`src/inc/char_move_map.svh`:
```
`ifndef CHAR_MOVE_MAP_SVH
`define CHAR_MOVE_MAP_SVH

// apb register byte offsets
`define GR_BASE_OFF     12'h000
`define CMD_OFF         12'h020
`define STAT_OFF        12'h024
`define LAST_OFF        12'h024

// command word fields
`define CMD_OP_HI       1
`define CMD_OP_LO       0
`define CMD_INLINE_BIT  2

// status word fields
`define STAT_C_BIT      0
`define STAT_V_BIT      1
`define STAT_Z_BIT      2
`define STAT_N_BIT      3
`define STAT_BUSY_BIT   4

// condition code vector positions
`define CC_C            0
`define CC_V            1
`define CC_Z            2
`define CC_N            3

// operand fetch steps of the in-line forms
`define STEP_SPTR       3'd0
`define STEP_SLEN       3'd1
`define STEP_SADR       3'd2
`define STEP_DPTR       3'd3
`define STEP_DLEN       3'd4
`define STEP_DADR       3'd5
`define STEP_FILL       3'd6
`define STEP_TBL        3'd7

// address arithmetic
`define WORD_STEP       16'h0002
`define BYTE_STEP       16'h0001
`define DESC_ADR_OFF    16'h0002
`define SIGN_BIT        15

// general register indices
`define R_SLEN          3'd0
`define R_SADR          3'd1
`define R_DLEN          3'd2
`define R_DADR          3'd3
`define R_FILL          3'd4
`define R_TBL           3'd5
`define R_PC            3'd7

`endif

```
`src/inc/char_move_pkg.sv`:
```
package char_move_pkg;

   typedef enum logic [1:0] {op_fwd, op_rev, op_xlt, op_bad} op_t;

   typedef enum {s_idle, s_wlo, s_whi, s_setup, s_decide, s_src, s_tbl, s_wr, s_done} state_t;

   typedef struct packed {
      logic        valid;
      logic        write;
      logic [15:0] addr;
      logic [7:0]  wdata;
   } mem_req_t;

   typedef struct packed {
      logic        psel;
      logic        penable;
      logic        pwrite;
      logic [11:0] paddr;
      logic [31:0] pwdata;
   } apb_req_t;

endpackage : char_move_pkg

```
`src/rtl/char_move.sv`:
```
// Notes on behaviour
// RULE_01 - n and z from length difference
// RULE_02 - v on signed overflow of subtraction
// RULE_03 - c acts as borrow of subtraction
// RULE_04 - reverse move pads most significant end
// RULE_05 - reverse move skips leading excess source
// RULE_06 - software loads descriptors and pad first
// RULE_07 - register form leaves remainder, clears r1-r3
// RULE_08 - in-line form fetches words, pc plus two
// RULE_09 - descriptor is length then address word
// RULE_10 - result as if source read first
// RULE_11 - reverse move direction by end addresses
// RULE_12 - empty source pads, empty destination writes nothing
// RULE_13 - equal lengths copy all, z set
// RULE_14 - r0 zero only when z or c
// RULE_15 - source byte indexes 256 byte table
// RULE_16 - translated move pads untranslated at end
// RULE_17 - translated move drops trailing excess source
// RULE_18 - table address returned unchanged in r5
// RULE_19 - in-line translated form fetches table word
// RULE_20 - translated move direction by start addresses
// RULE_21 - table overlap with destination not guarded
// RULE_22 - sixteen bit counters wrap around
`timescale 1ns/1ps
`include "char_move_map.svh"

module char_move
(
   input  wire logic                     clk,
   input  wire logic                     rst_n,
   input  wire char_move_pkg::apb_req_t  apb_in,
   output      logic [31:0]              prdata,
   output      logic                     pready,
   output      logic                     pslverr,
   output      char_move_pkg::mem_req_t  mem_out,
   input  wire logic                     mem_ready,
   input  wire logic [7:0]               mem_rdata,
   output      logic                     busy
);
   import char_move_pkg::*;

   state_t      state;
   state_t      next_state;
   mem_req_t    mem_q;
   mem_req_t    next_mem;
   logic [15:0] gr [0:7];
   logic [15:0] slen;
   logic [15:0] dlen;
   logic [15:0] sa;
   logic [15:0] da;
   logic [15:0] tbl;
   logic [15:0] ptr;
   logic [7:0]  fill;
   logic [7:0]  byte_q;
   logic [7:0]  lo_q;
   logic [2:0]  step;
   logic [3:0]  cc;
   op_t         op;
   logic        inline_q;
   logic        pad_first;
   logic        is_pad;

   // apb decode
   wire         setup_ph   = apb_in.psel && !apb_in.penable;
   wire         access_ph  = apb_in.psel && apb_in.penable;
   wire         aligned    = apb_in.paddr[1:0] == 2'b00;
   wire         hit_gr     = aligned && apb_in.paddr < `CMD_OFF;
   wire         hit_cmd    = aligned && apb_in.paddr == `CMD_OFF;
   wire         hit_stat   = aligned && apb_in.paddr == `STAT_OFF;
   wire         mapped     = aligned && apb_in.paddr <= `LAST_OFF;
   wire [2:0]   gr_idx     = apb_in.paddr[4:2];
   wire op_t    cmd_op     = op_t'(apb_in.pwdata[`CMD_OP_HI:`CMD_OP_LO]);
   wire         wr_block   = apb_in.pwrite && (busy || hit_stat || (hit_cmd && cmd_op == op_bad));
   wire         apb_wr     = access_ph && apb_in.pwrite && mapped && !wr_block;
   wire         gr_wr      = apb_wr && hit_gr;
   wire         cmd_go     = apb_wr && hit_cmd;
   wire [15:0]  stat_word  = {11'h000, busy, cc};
   wire [31:0]  rd_val     = hit_gr   ? {16'h0000, gr[gr_idx]} :
                             hit_stat ? {16'h0000, stat_word} : 32'h0000_0000;

   assign pready  = 1'b1;
   assign pslverr = access_ph && (!mapped || wr_block);
   assign busy    = state != s_idle;
   assign mem_out = mem_q;

   // length comparison
   wire [16:0]  diff_full  = {1'b0, slen} - {1'b0, dlen};
   wire [15:0]  diff       = diff_full[15:0];
   wire         borrow     = slen < dlen;
   wire         ovf        = (slen[`SIGN_BIT] != dlen[`SIGN_BIT]) && (dlen[`SIGN_BIT] == diff[`SIGN_BIT]); // [RULE_02]
   wire [15:0]  excess     = borrow ? 16'h0000 : diff;
   wire [15:0]  s_last     = slen + sa - `BYTE_STEP; // [RULE_22]
   wire [15:0]  d_last     = dlen + da - `BYTE_STEP;
   wire         rev_asc    = s_last >= d_last;       // [RULE_11]
   wire         fwd_asc    = sa >= da;               // [RULE_20]
   wire         asc        = (op == op_rev) ? pad_first : !pad_first; // [RULE_11] [RULE_20]
   wire         pad_cond   = pad_first ? (slen < dlen) : (slen == 16'h0000); // [RULE_12]

   // operand fetch address
   wire         from_pc    = step == `STEP_SPTR || step == `STEP_DPTR || step == `STEP_FILL || step == `STEP_TBL;
   wire         len_step   = step == `STEP_SLEN || step == `STEP_DLEN;
   wire [15:0]  fetch_base = from_pc ? gr[`R_PC] : len_step ? ptr : ptr + `DESC_ADR_OFF; // [RULE_09]
   wire [15:0]  word_in    = {mem_rdata, lo_q};
   wire         last_step  = step == `STEP_TBL || (step == `STEP_FILL && op != op_xlt); // [RULE_19]
   wire         mem_done   = mem_q.valid && mem_ready;
   wire [15:0]  step_adr   = asc ? `BYTE_STEP : 16'hffff;
   wire [15:0]  tbl_adr    = tbl + {8'h00, byte_q}; // [RULE_15]
   wire [15:0]  req_addr   = (state == s_wlo) ? fetch_base :
                             (state == s_whi) ? fetch_base + `BYTE_STEP :
                             (state == s_src) ? sa :
                             (state == s_tbl) ? tbl_adr : da;
   wire [7:0]   req_data   = is_pad ? fill : byte_q; // [RULE_16]

   // sequencer
   always_comb
   begin
      next_state = state;
      next_mem   = mem_q;
      case (state)
         s_idle:
         begin
            if (cmd_go)
               next_state = apb_in.pwdata[`CMD_INLINE_BIT] ? s_wlo : s_setup;
         end
         s_wlo, s_whi, s_src, s_tbl, s_wr:
         begin
            if (!mem_q.valid)
            begin
               next_mem.valid = 1'b1;
               next_mem.write = state == s_wr;
               next_mem.addr  = req_addr;
               next_mem.wdata = req_data;
            end
            else if (mem_ready)
            begin
               next_mem.valid = 1'b0;
               next_mem.write = 1'b0;
               case (state)
                  s_wlo: next_state = s_whi;
                  s_whi: next_state = last_step ? s_setup : s_wlo;
                  s_src: next_state = (op == op_xlt) ? s_tbl : s_wr;
                  s_tbl: next_state = s_wr;
                  default: next_state = s_decide;
               endcase
            end
         end
         s_setup: next_state = s_decide;
         s_decide:
         begin
            if (dlen == 16'h0000)
               next_state = s_done; // [RULE_12]
            else if (pad_cond)
               next_state = s_wr;
            else
               next_state = s_src;
         end
         default: next_state = s_idle;
      endcase
   end

   always_ff @(posedge clk or negedge rst_n)
   begin
      if (!rst_n)
      begin
         state <= s_idle;
         mem_q <= '0;
      end
      else
      begin
         state <= next_state;
         mem_q <= next_mem;
      end
   end

   // apb read data captured in the setup phase
   always_ff @(posedge clk or negedge rst_n)
   begin
      if (!rst_n)
         prdata <= 32'h0000_0000;
      else if (setup_ph)
         prdata <= rd_val;
   end

   // general registers
   always_ff @(posedge clk or negedge rst_n)
   begin
      if (!rst_n)
      begin
         for (int i = 0; i < 8; i++)
            gr[i] <= 16'h0000;
      end
      else if (gr_wr)
         gr[gr_idx] <= apb_in.pwdata[15:0]; // [RULE_06]
      else if (state == s_whi && mem_done && from_pc)
         gr[`R_PC] <= gr[`R_PC] + `WORD_STEP; // [RULE_08]
      else if (state == s_done && !inline_q)
      begin
         gr[`R_SLEN] <= slen;               // [RULE_07] [RULE_14]
         gr[`R_SADR] <= 16'h0000;
         gr[`R_DLEN] <= 16'h0000;
         gr[`R_DADR] <= 16'h0000;
         gr[`R_FILL] <= {8'h00, fill};
         gr[`R_TBL]  <= tbl;                // [RULE_18]
      end
   end

   // command capture
   always_ff @(posedge clk or negedge rst_n)
   begin
      if (!rst_n)
      begin
         op       <= op_fwd;
         inline_q <= 1'b0;
      end
      else if (cmd_go)
      begin
         op       <= cmd_op;
         inline_q <= apb_in.pwdata[`CMD_INLINE_BIT];
      end
   end

   // operand fetch
   always_ff @(posedge clk or negedge rst_n)
   begin
      if (!rst_n)
      begin
         step <= `STEP_SPTR;
         lo_q <= 8'h00;
         ptr  <= 16'h0000;
      end
      else if (cmd_go)
         step <= `STEP_SPTR;
      else if (state == s_wlo && mem_done)
         lo_q <= mem_rdata;
      else if (state == s_whi && mem_done)
      begin
         step <= step + 3'd1;
         if (step == `STEP_SPTR || step == `STEP_DPTR)
            ptr <= word_in;
      end
   end

   // string descriptors and walk
   always_ff @(posedge clk or negedge rst_n)
   begin
      if (!rst_n)
      begin
         slen      <= 16'h0000;
         dlen      <= 16'h0000;
         sa        <= 16'h0000;
         da        <= 16'h0000;
         fill      <= 8'h00;
         tbl       <= 16'h0000;
         pad_first <= 1'b0;
      end
      else if (cmd_go)
      begin
         slen <= gr[`R_SLEN];
         sa   <= gr[`R_SADR];
         dlen <= gr[`R_DLEN];
         da   <= gr[`R_DADR];
         fill <= gr[`R_FILL][7:0];
         tbl  <= gr[`R_TBL];
      end
      else if (state == s_whi && mem_done)
      begin
         case (step)
            `STEP_SLEN: slen <= word_in;
            `STEP_SADR: sa   <= word_in;
            `STEP_DLEN: dlen <= word_in;
            `STEP_DADR: da   <= word_in;
            `STEP_FILL: fill <= lo_q;
            `STEP_TBL:  tbl  <= word_in;
            default: ;
         endcase
      end
      else if (state == s_setup)
      begin
         // walk order keeps every source byte read before it can be overwritten
         if (op == op_rev)
         begin
            pad_first <= rev_asc;           // [RULE_04] [RULE_10]
            if (rev_asc)
               sa <= sa + excess;           // [RULE_05]
            else
            begin
               sa <= s_last;
               da <= d_last;
            end
         end
         else
         begin
            pad_first <= !fwd_asc;          // [RULE_17] [RULE_10]
            if (!fwd_asc)
            begin
               sa <= s_last - excess;
               da <= d_last;
            end
         end
      end
      else if (state == s_wr && mem_done)
      begin
         dlen <= dlen - `BYTE_STEP;         // [RULE_22]
         da   <= da + step_adr;
         if (!is_pad)
         begin
            slen <= slen - `BYTE_STEP;
            sa   <= sa + step_adr;
         end
      end
   end

   // byte path and condition codes
   always_ff @(posedge clk or negedge rst_n)
   begin
      if (!rst_n)
      begin
         byte_q <= 8'h00;
         is_pad <= 1'b0;
         cc     <= 4'h0;
      end
      else
      begin
         if ((state == s_src || state == s_tbl) && mem_done)
            byte_q <= mem_rdata;            // [RULE_15]
         if (state == s_decide)
            is_pad <= pad_cond;
         if (state == s_setup)
         begin
            cc[`CC_N] <= diff[`SIGN_BIT];   // [RULE_01]
            cc[`CC_Z] <= diff == 16'h0000;  // [RULE_01] [RULE_13]
            cc[`CC_V] <= ovf;               // [RULE_02]
            cc[`CC_C] <= borrow;            // [RULE_03]
         end
      end
   end

   // the table is read through the same port as the destination; overlap is not checked [RULE_21]

   cc_sign_a: assert property (@(posedge clk) disable iff (!rst_n) // [RULE_01]
      state == s_setup |=> cc[`CC_N] == $past(diff[`SIGN_BIT]) && cc[`CC_Z] == ($past(diff) == 16'h0000))
      else $error("n or z does not follow length difference");

   cc_ovf_a: assert property (@(posedge clk) disable iff (!rst_n) // [RULE_02]
      state == s_setup |=> cc[`CC_V] == ($past(slen[15]) != $past(dlen[15]) && $past(dlen[15]) == $past(diff[15])))
      else $error("v does not follow overflow");

   cc_borrow_a: assert property (@(posedge clk) disable iff (!rst_n) // [RULE_03]
      state == s_setup |=> cc[`CC_C] == ($past(slen) < $past(dlen)))
      else $error("c is not the borrow");

   pad_data_a: assert property (@(posedge clk) disable iff (!rst_n) // [RULE_16]
      state == s_decide && dlen != 16'h0000 && pad_cond |=> ##1 mem_out.write && mem_out.wdata == fill)
      else $error("pad write does not carry fill");

   tbl_index_a: assert property (@(posedge clk) disable iff (!rst_n) // [RULE_15]
      state == s_src && mem_done && op == op_xlt |=> ##1 mem_out.valid && mem_out.addr == tbl + {8'h00, byte_q})
      else $error("table read address wrong");

   r0_rule_a: assert property (@(posedge clk) disable iff (!rst_n) // [RULE_14]
      state == s_done && !inline_q |=> (gr[0] == 16'h0000) == (cc[`CC_Z] || cc[`CC_C]))
      else $error("r0 zero does not match z or c");

   clr_regs_a: assert property (@(posedge clk) disable iff (!rst_n) // [RULE_07]
      state == s_done && !inline_q |=> gr[1] == 16'h0000 && gr[2] == 16'h0000 && gr[3] == 16'h0000)
      else $error("r1 to r3 not cleared");

   pc_step_a: assert property (@(posedge clk) disable iff (!rst_n) // [RULE_08]
      state == s_whi && mem_done && from_pc |=> gr[7] == $past(gr[7]) + 16'h0002)
      else $error("pc not advanced by two");

   inline_keep_a: assert property (@(posedge clk) disable iff (!rst_n) // [RULE_08]
      state == s_done && inline_q |=> gr[0] == $past(gr[0]) && gr[5] == $past(gr[5]))
      else $error("in-line form changed registers");

   empty_dst_a: assert property (@(posedge clk) disable iff (!rst_n) // [RULE_12]
      state == s_decide && dlen == 16'h0000 |=> state == s_done ##1 state == s_idle)
      else $error("empty destination not ended");

endmodule : char_move

```
`config.mk`:
```
export PLATFORM = sky130hd
export DESIGN_NAME = char_move
export DESIGN_NICKNAME = d
export VERILOG_FILES = /design/src/inc/char_move_pkg.sv /design/src/rtl/char_move.sv
export VERILOG_INCLUDE_DIRS = /design/src /design/src/inc
export SDC_FILE = /design/constraint.sdc
export NUM_CORES = 1
export LEC_CHECK = 0
export BUFFER_PORTS_ARGS = -buffer_cell sky130_fd_sc_hd__buf_2
export CORE_UTILIZATION = 55
export CTS_BUF_LIST = sky130_fd_sc_hd__clkbuf_4
export CTS_CLUSTER_DIAMETER = 30
export DETAILED_ROUTE_END_ITERATION = 8
export PLACE_DENSITY = 0.73
export SYNTH_ARGS = -nofsm -noshare
export SYNTH_HDL_FRONTEND = slang
export SYNTH_SLANG_ARGS = --single-unit
```
`constraint.sdc`:
```
create_clock -name clk -period 7.8 [get_ports clk]
set_input_delay 1.56 -clock clk [delete_from_list [all_inputs] [get_ports clk]]
set_output_delay 1.56 -clock clk [all_outputs]
set_load 0.005 [all_outputs]
```
Yosys cells after proc, flatten, opt, wreduce, memory -nomap -nowiden
Cells that the tools add are included.

Output and inout bits: 61. Register bits after elaboration: 350. Input port bits: 58.

Bitwise logic cells: 5. Equality and inequality tests: 45. Order comparisons: 7. Reductions and logical operators: 68. $add $sub $neg: 16. Mux-type cells: 74.

Operators with widths (number): $mux W16 (45); $mux W96 (3); $eq A32 B3 Y1 const B (6); $bwmux W128 (1); $eq A32 B4 Y1 const B (4); $pmux W32 S4 (1); $eq A32 B2 Y1 const B (3); $mux W32 (3); $add A16 B16 Y16 (5); $sub A16 B1 Y16 const B (4); $bmux W16 S3 (1); $demux W16 S3 (1); $logic_not A16 Y1 (3); $add A16 B2 Y16 const B (2); $eq A32 B1 Y1 const B (1); $eq A32 B5 Y1 const B (1); $ge A16 B16 Y1 (2); $logic_not A32 Y1 (1); $mux W8 (4); $reduce_bool A32 Y1 (1); $sub A16 B16 Y16 (2); $eq A12 B6 Y1 const B (2); $logic_and A1 B1 Y1 (24); $add A16 B1 Y16 const B (1); 40 further kinds (94).

Logic depth before layout (Yosys ltp)
Depth in word-level cells: 10. Depth in mapped cells: 23. Mapped depth without buffers: 22.

Least setup slack after synthesis
OpenSTA, ideal clock, no wires.

Kind: register -> register. From: register dlen[1]. To: register da[13]. Path buffers: 1. Cell stages (with the launch flop): 22. Setup slack: 2.903 ns. Setup time: 0.128 ns. Period minus slack after synthesis: 4.897 ns. Data required time: 7.672 ns. Arrival: 4.769 ns. Cell sequence: dfrtp_1 > inv_1 > ha_1 > inv_1 > ha_1 > fa_1 > a21o_1 > a21oi_1 > o21bai_1 > a41o_1 > nor4_1 > or3_1 > xor2_1 > ha_1 > and3_1 > a221o_1 > a21oi_1 > o21a_1 > o21ai_2 > a21oi_2 > buf_4 > mux2_1.

Cells in the longest elaborated chain, start to end: 7. Elaborated cells on any way between the ends: 11.

RTL lines: start: declaration (line char_move.sv:48) `logic [15:0] dlen;`; start signal: assignment (line char_move.sv:260) `` dlen <= gr[`R_DLEN]; ``; start signal: assignment (line char_move.sv:270) `` `STEP_DLEN: dlen <= word_in; ``; start signal: assignment (line char_move.sv:303) `` dlen <= dlen - `BYTE_STEP; ``; $add A16 B16 Y16 (*) (line char_move.sv:93) `` wire [15:0] d_last = dlen + da - `BYTE_STEP; ``; $sub A16 B1 Y16 (no source line) (*); branches (longest 5 deep; another with $ge A16 B16 Y1); end signal: assignment (line char_move.sv:261) `` da <= gr[`R_DADR]; ``; end signal: assignment (line char_move.sv:271) `` `STEP_DADR: da <= word_in; ``; end signal: assignment (line char_move.sv:288) `da <= d_last;`; end: declaration (line char_move.sv:50) `logic [15:0] da;`.

Every way passes the cells marked *. The select of a mux whose other input is x is not followed. A chain may end at the register's enable or synchronous reset.

Final worst setup path
From: register dlen[1]. To: register da[8].

Same word-level chain as after synthesis.

==> results by group <==
Placed design
  – Post-DP HPWL: 65.62 mm
  – Placed Cells incl. Taps: 3319
  – Gpl congestion: 1.036
  – Worst slack, placed: 1507 ps
  – Port bufs: 85

Synth
  – Post-synth top cells: nand2_1, dfrtp_1, o21ai_0, inv_1, ha_1
  – Ys async rst share: 100.0%
  – Synth area leader: dfrtp_1
  – Mapped Area: 23370 um2
  – #FFs+latches synth: 306
  – Most numerous cell in the Yosys netlist: nand2_1
  – Yosys top cell area share: 32.76%
  – Synth Instances: 2805
  – EDFF count, synth: 0
  – Synth Warn #: 0
  – Seq/Total Area, Yosys: 32.76%
  – Top cells by area, synth: dfrtp_1, ha_1, nand2_1
  – Primary FF master, synth: dfrtp_1
  – Netlist cell types: 93
  – Post-Syn Area per Cell: 8.333 um2

Worst setup path
  – CP Class: flip-flop to flip-flop
  – Crit-path max FO: 14
  – Worst reg2reg path depth: 20
  – Worst EP required: 8530 ps
  – Critical Path AT: 7160 ps
  – Crit end category: flip-flop
  – R2R Path Start: dlen[1]
  – Startpoint types: flip-flop
  – RR Endpoint: da[8]
  – Worst R2R Setup Slack: 1360 ps

Floorplan
  – Die height: 208.2 um
  – Row cnt: 75
  – Starting Density: 55.72%
  – Core area: 41950 um2
  – Die width: 208.2 um
  – IO Pins: 119
  – Die ar.: 43330 um2

STA
  – Setup slack after layout: 1362 ps
  – Final critical-path share of the clock period: 82.54%
  – Max-slew violations: 0
  – Peak Freq: 0.1553 GHz
  – Max_slew headroom: 17.69%
  – Finish-stage setup viols: 0
  – Final Hold Fails: 0
  – Worst-Margin Slew: 1233 ps
  – Clk_skew: 83.93 ps
  – Min Hold Slack: 470.3 ps
  – Unrepaired setup endpoints after global routing: false
  – Final TNS setup: 0 ps
  – Final Critical Period: 6438 ps

Hold path
  – Min-delay src: mem_out[10]
  – Hold path depth: 2
  – End of the worst hold path: mem_out[10]
  – HP Class: flip-flop to flip-flop

Final layout
  – Non-filler instance count after layout: 3483
  – Share of cells above drive strength 1: 12.45%
  – Area added between synthesis and finish: 8.179%
  – Fin nets: 3120

Detailed routing
  – Routed WL per cell: 25.08 um
  – Via/cell ratio: 6.576
  – Drt total wl: 87.35 mm
  – Vias: 22.91k
  – DRC violations left: 0
  – 1st-pass router iterations: 7
  – Initial DRC count: 3033
  – Antenna-violating nets left: 0

Pwr
  – Total Power: 13.63 mW
  – Pwr Density: 538.9 nW/um2
  – VDD IR max: 0.0006522 V
  – Static leakage: 11.72 nW

GRT
  – Largest net degree at the start of global routing: 137
  – GRT Residual Overflow: 0
  – Antenna violations before repair: 3
  – Total GRT Usage: 40.15%
  – Vias in the first global route: 21.64k
  – Global-route wire length before repair: 131.4 mm

Clock network
  – Hold buffer count at CTS: 0
  – Clk slew on worst S/H paths: 60 ps
  – Clock root cell: clkbuf_4
  – Post-CTS Setup Bufs: 0
  – CTS resizes: 0
  – Clock Tree Buf Depth: 3
  – Clock Sinks: 306
  – CTS tree: built
  – Insertion delay to the later sink of the worst-skew pair: 870 ps
  – # H-tree levels: 3
  – CTS buffer count: 91

Run
  – Max-cap violations: 0

Status
  – Status: finished, final reports clean
[area by class of cell]
class	count	area (um2)
Tap cell	539	674.4
Inverter	195	732.0
Fill cell	3764	16660
Multi-Input combinational cell	2162	14400
Clock inverter	35	182.7
Sequential cell	306	7657
Antenna cell	4	10.01
Clock buffer	125	938.4
Timing Repair Buffer	117	688.2
[state kept, by name, summed over array words and instances, names as in the netlist, 8 cells and up]
register and flops:
byte_q 8, da 16, dlen 16, fill 8, gr 128, lo_q 8, mem_out 26, prdata 16
ptr 16, sa 16, slen 16, tbl 16
[through the flow]
stage          util (%)  cell area (um2)
6_report          60.28            25290
5_1_grt           60.26            25280
4_1_cts           60.26            25280
3_5_place_dp      57.58            24150
3_3_place_gp      57.58            24150
2_1_floorplan         -            23430
[report_power, final]
group / internal [mW] / total [mW] / switching [mW]
clock: 0.777 / 1.55 / 0.768
combinational: 3.90 / 9.73 / 5.83
sequential: 1.89 / 2.35 / 0.464
total: 6.57 / 13.6 / 7.06
[cell families (layout without fill, tap and decap cells)]
family | Yosys count | after routing | share of synthesized area (%)
simple gates | 855 | 855 | 16.69
xor+xnor | 122 | 122 | 4.571
buf+inv | 352 | 472 | 6.076
flops | 306 | 306 | 32.76
other cells | 2 | 21 | 0.03213
mux | 117 | 117 | 5.364
compound gates | 861 | 861 | 24.08
fa+ha+maj | 190 | 190 | 10.42
[placed cells by master (no fill, tap or decap), types with 20 or more instances in the layout]
master | Yosys | final
a211oi_1 | 40 | 40
a21o_1 | 40 | 40
a21oi_1 | 161 | 160
a221oi_1 | 39 | 39
a22oi_1 | 52 | 52
a31oi_1 | 24 | 24
and2_1 | 21 | 21
and3_1 | 24 | 24
buf_2 | 11 | 84
buf_4 | 18 | 31
clkbuf_4 | 0 | 125
clkinv_1 | 2 | 26
dfrtp_1 | 306 | 306
ha_1 | 181 | 181
inv_1 | 192 | 192
mux2_2 | 60 | 60
mux2i_1 | 51 | 51
nand2_1 | 417 | 417
nand2b_1 | 22 | 22
nand3_1 | 43 | 42
nor2_1 | 154 | 150
nor2b_1 | 26 | 26
nor3_1 | 52 | 49
o211ai_1 | 20 | 20
o21a_1 | 25 | 25
o21ai_0 | 220 | 220
o21ai_1 | 23 | 22
o22ai_1 | 57 | 57
or3_1 | 28 | 28
xnor2_1 | 92 | 91
xor2_1 | 30 | 30
[worst max path at each step]
stage	from	to	slack, ps	cells after the start
3_5_place_dp	dlen[1]	da[8]	1510	20
4_1_cts	dlen[1]	da[8]	1480	20
3_3_place_gp	dlen[1]	da[8]	1540	20
5_1_grt	dlen[1]	da[8]	1140	20
6_report	dlen[1]	da[8]	1360	20
2_1_floorplan	dlen[1]	da[13]	2900	21
[metal layers]
layer | wire (um) | part of all wire, % | global-route usage (%)
met5 | 13 | 0.015 | 0
met4 | 4744 | 5.4 | 20.97
met3 | 10790 | 12 | 9.132
met2 | 37080 | 42 | 58.74
met1 | 34730 | 40 | 55.41
[worst max-delay path, stage by stage, from the launching register on]
cell and delay (ps):
dfrtp_1 390, inv_1 180, ha_1 330, inv_1 40, ha_1 210, fa_1 410
a21o_1 170, a21oi_1 400, o21bai_1 160, a41o_1 280, nor4_1 300, or3_1 190
xor2_1 300, ha_1 310, and3_1 210, a221o_1 350, a21oi_1 230, o21a_1 440
o21ai_2 140, a21oi_2 830, mux2_2 430
Note: power is estimated with default switching activity, not from simulation.
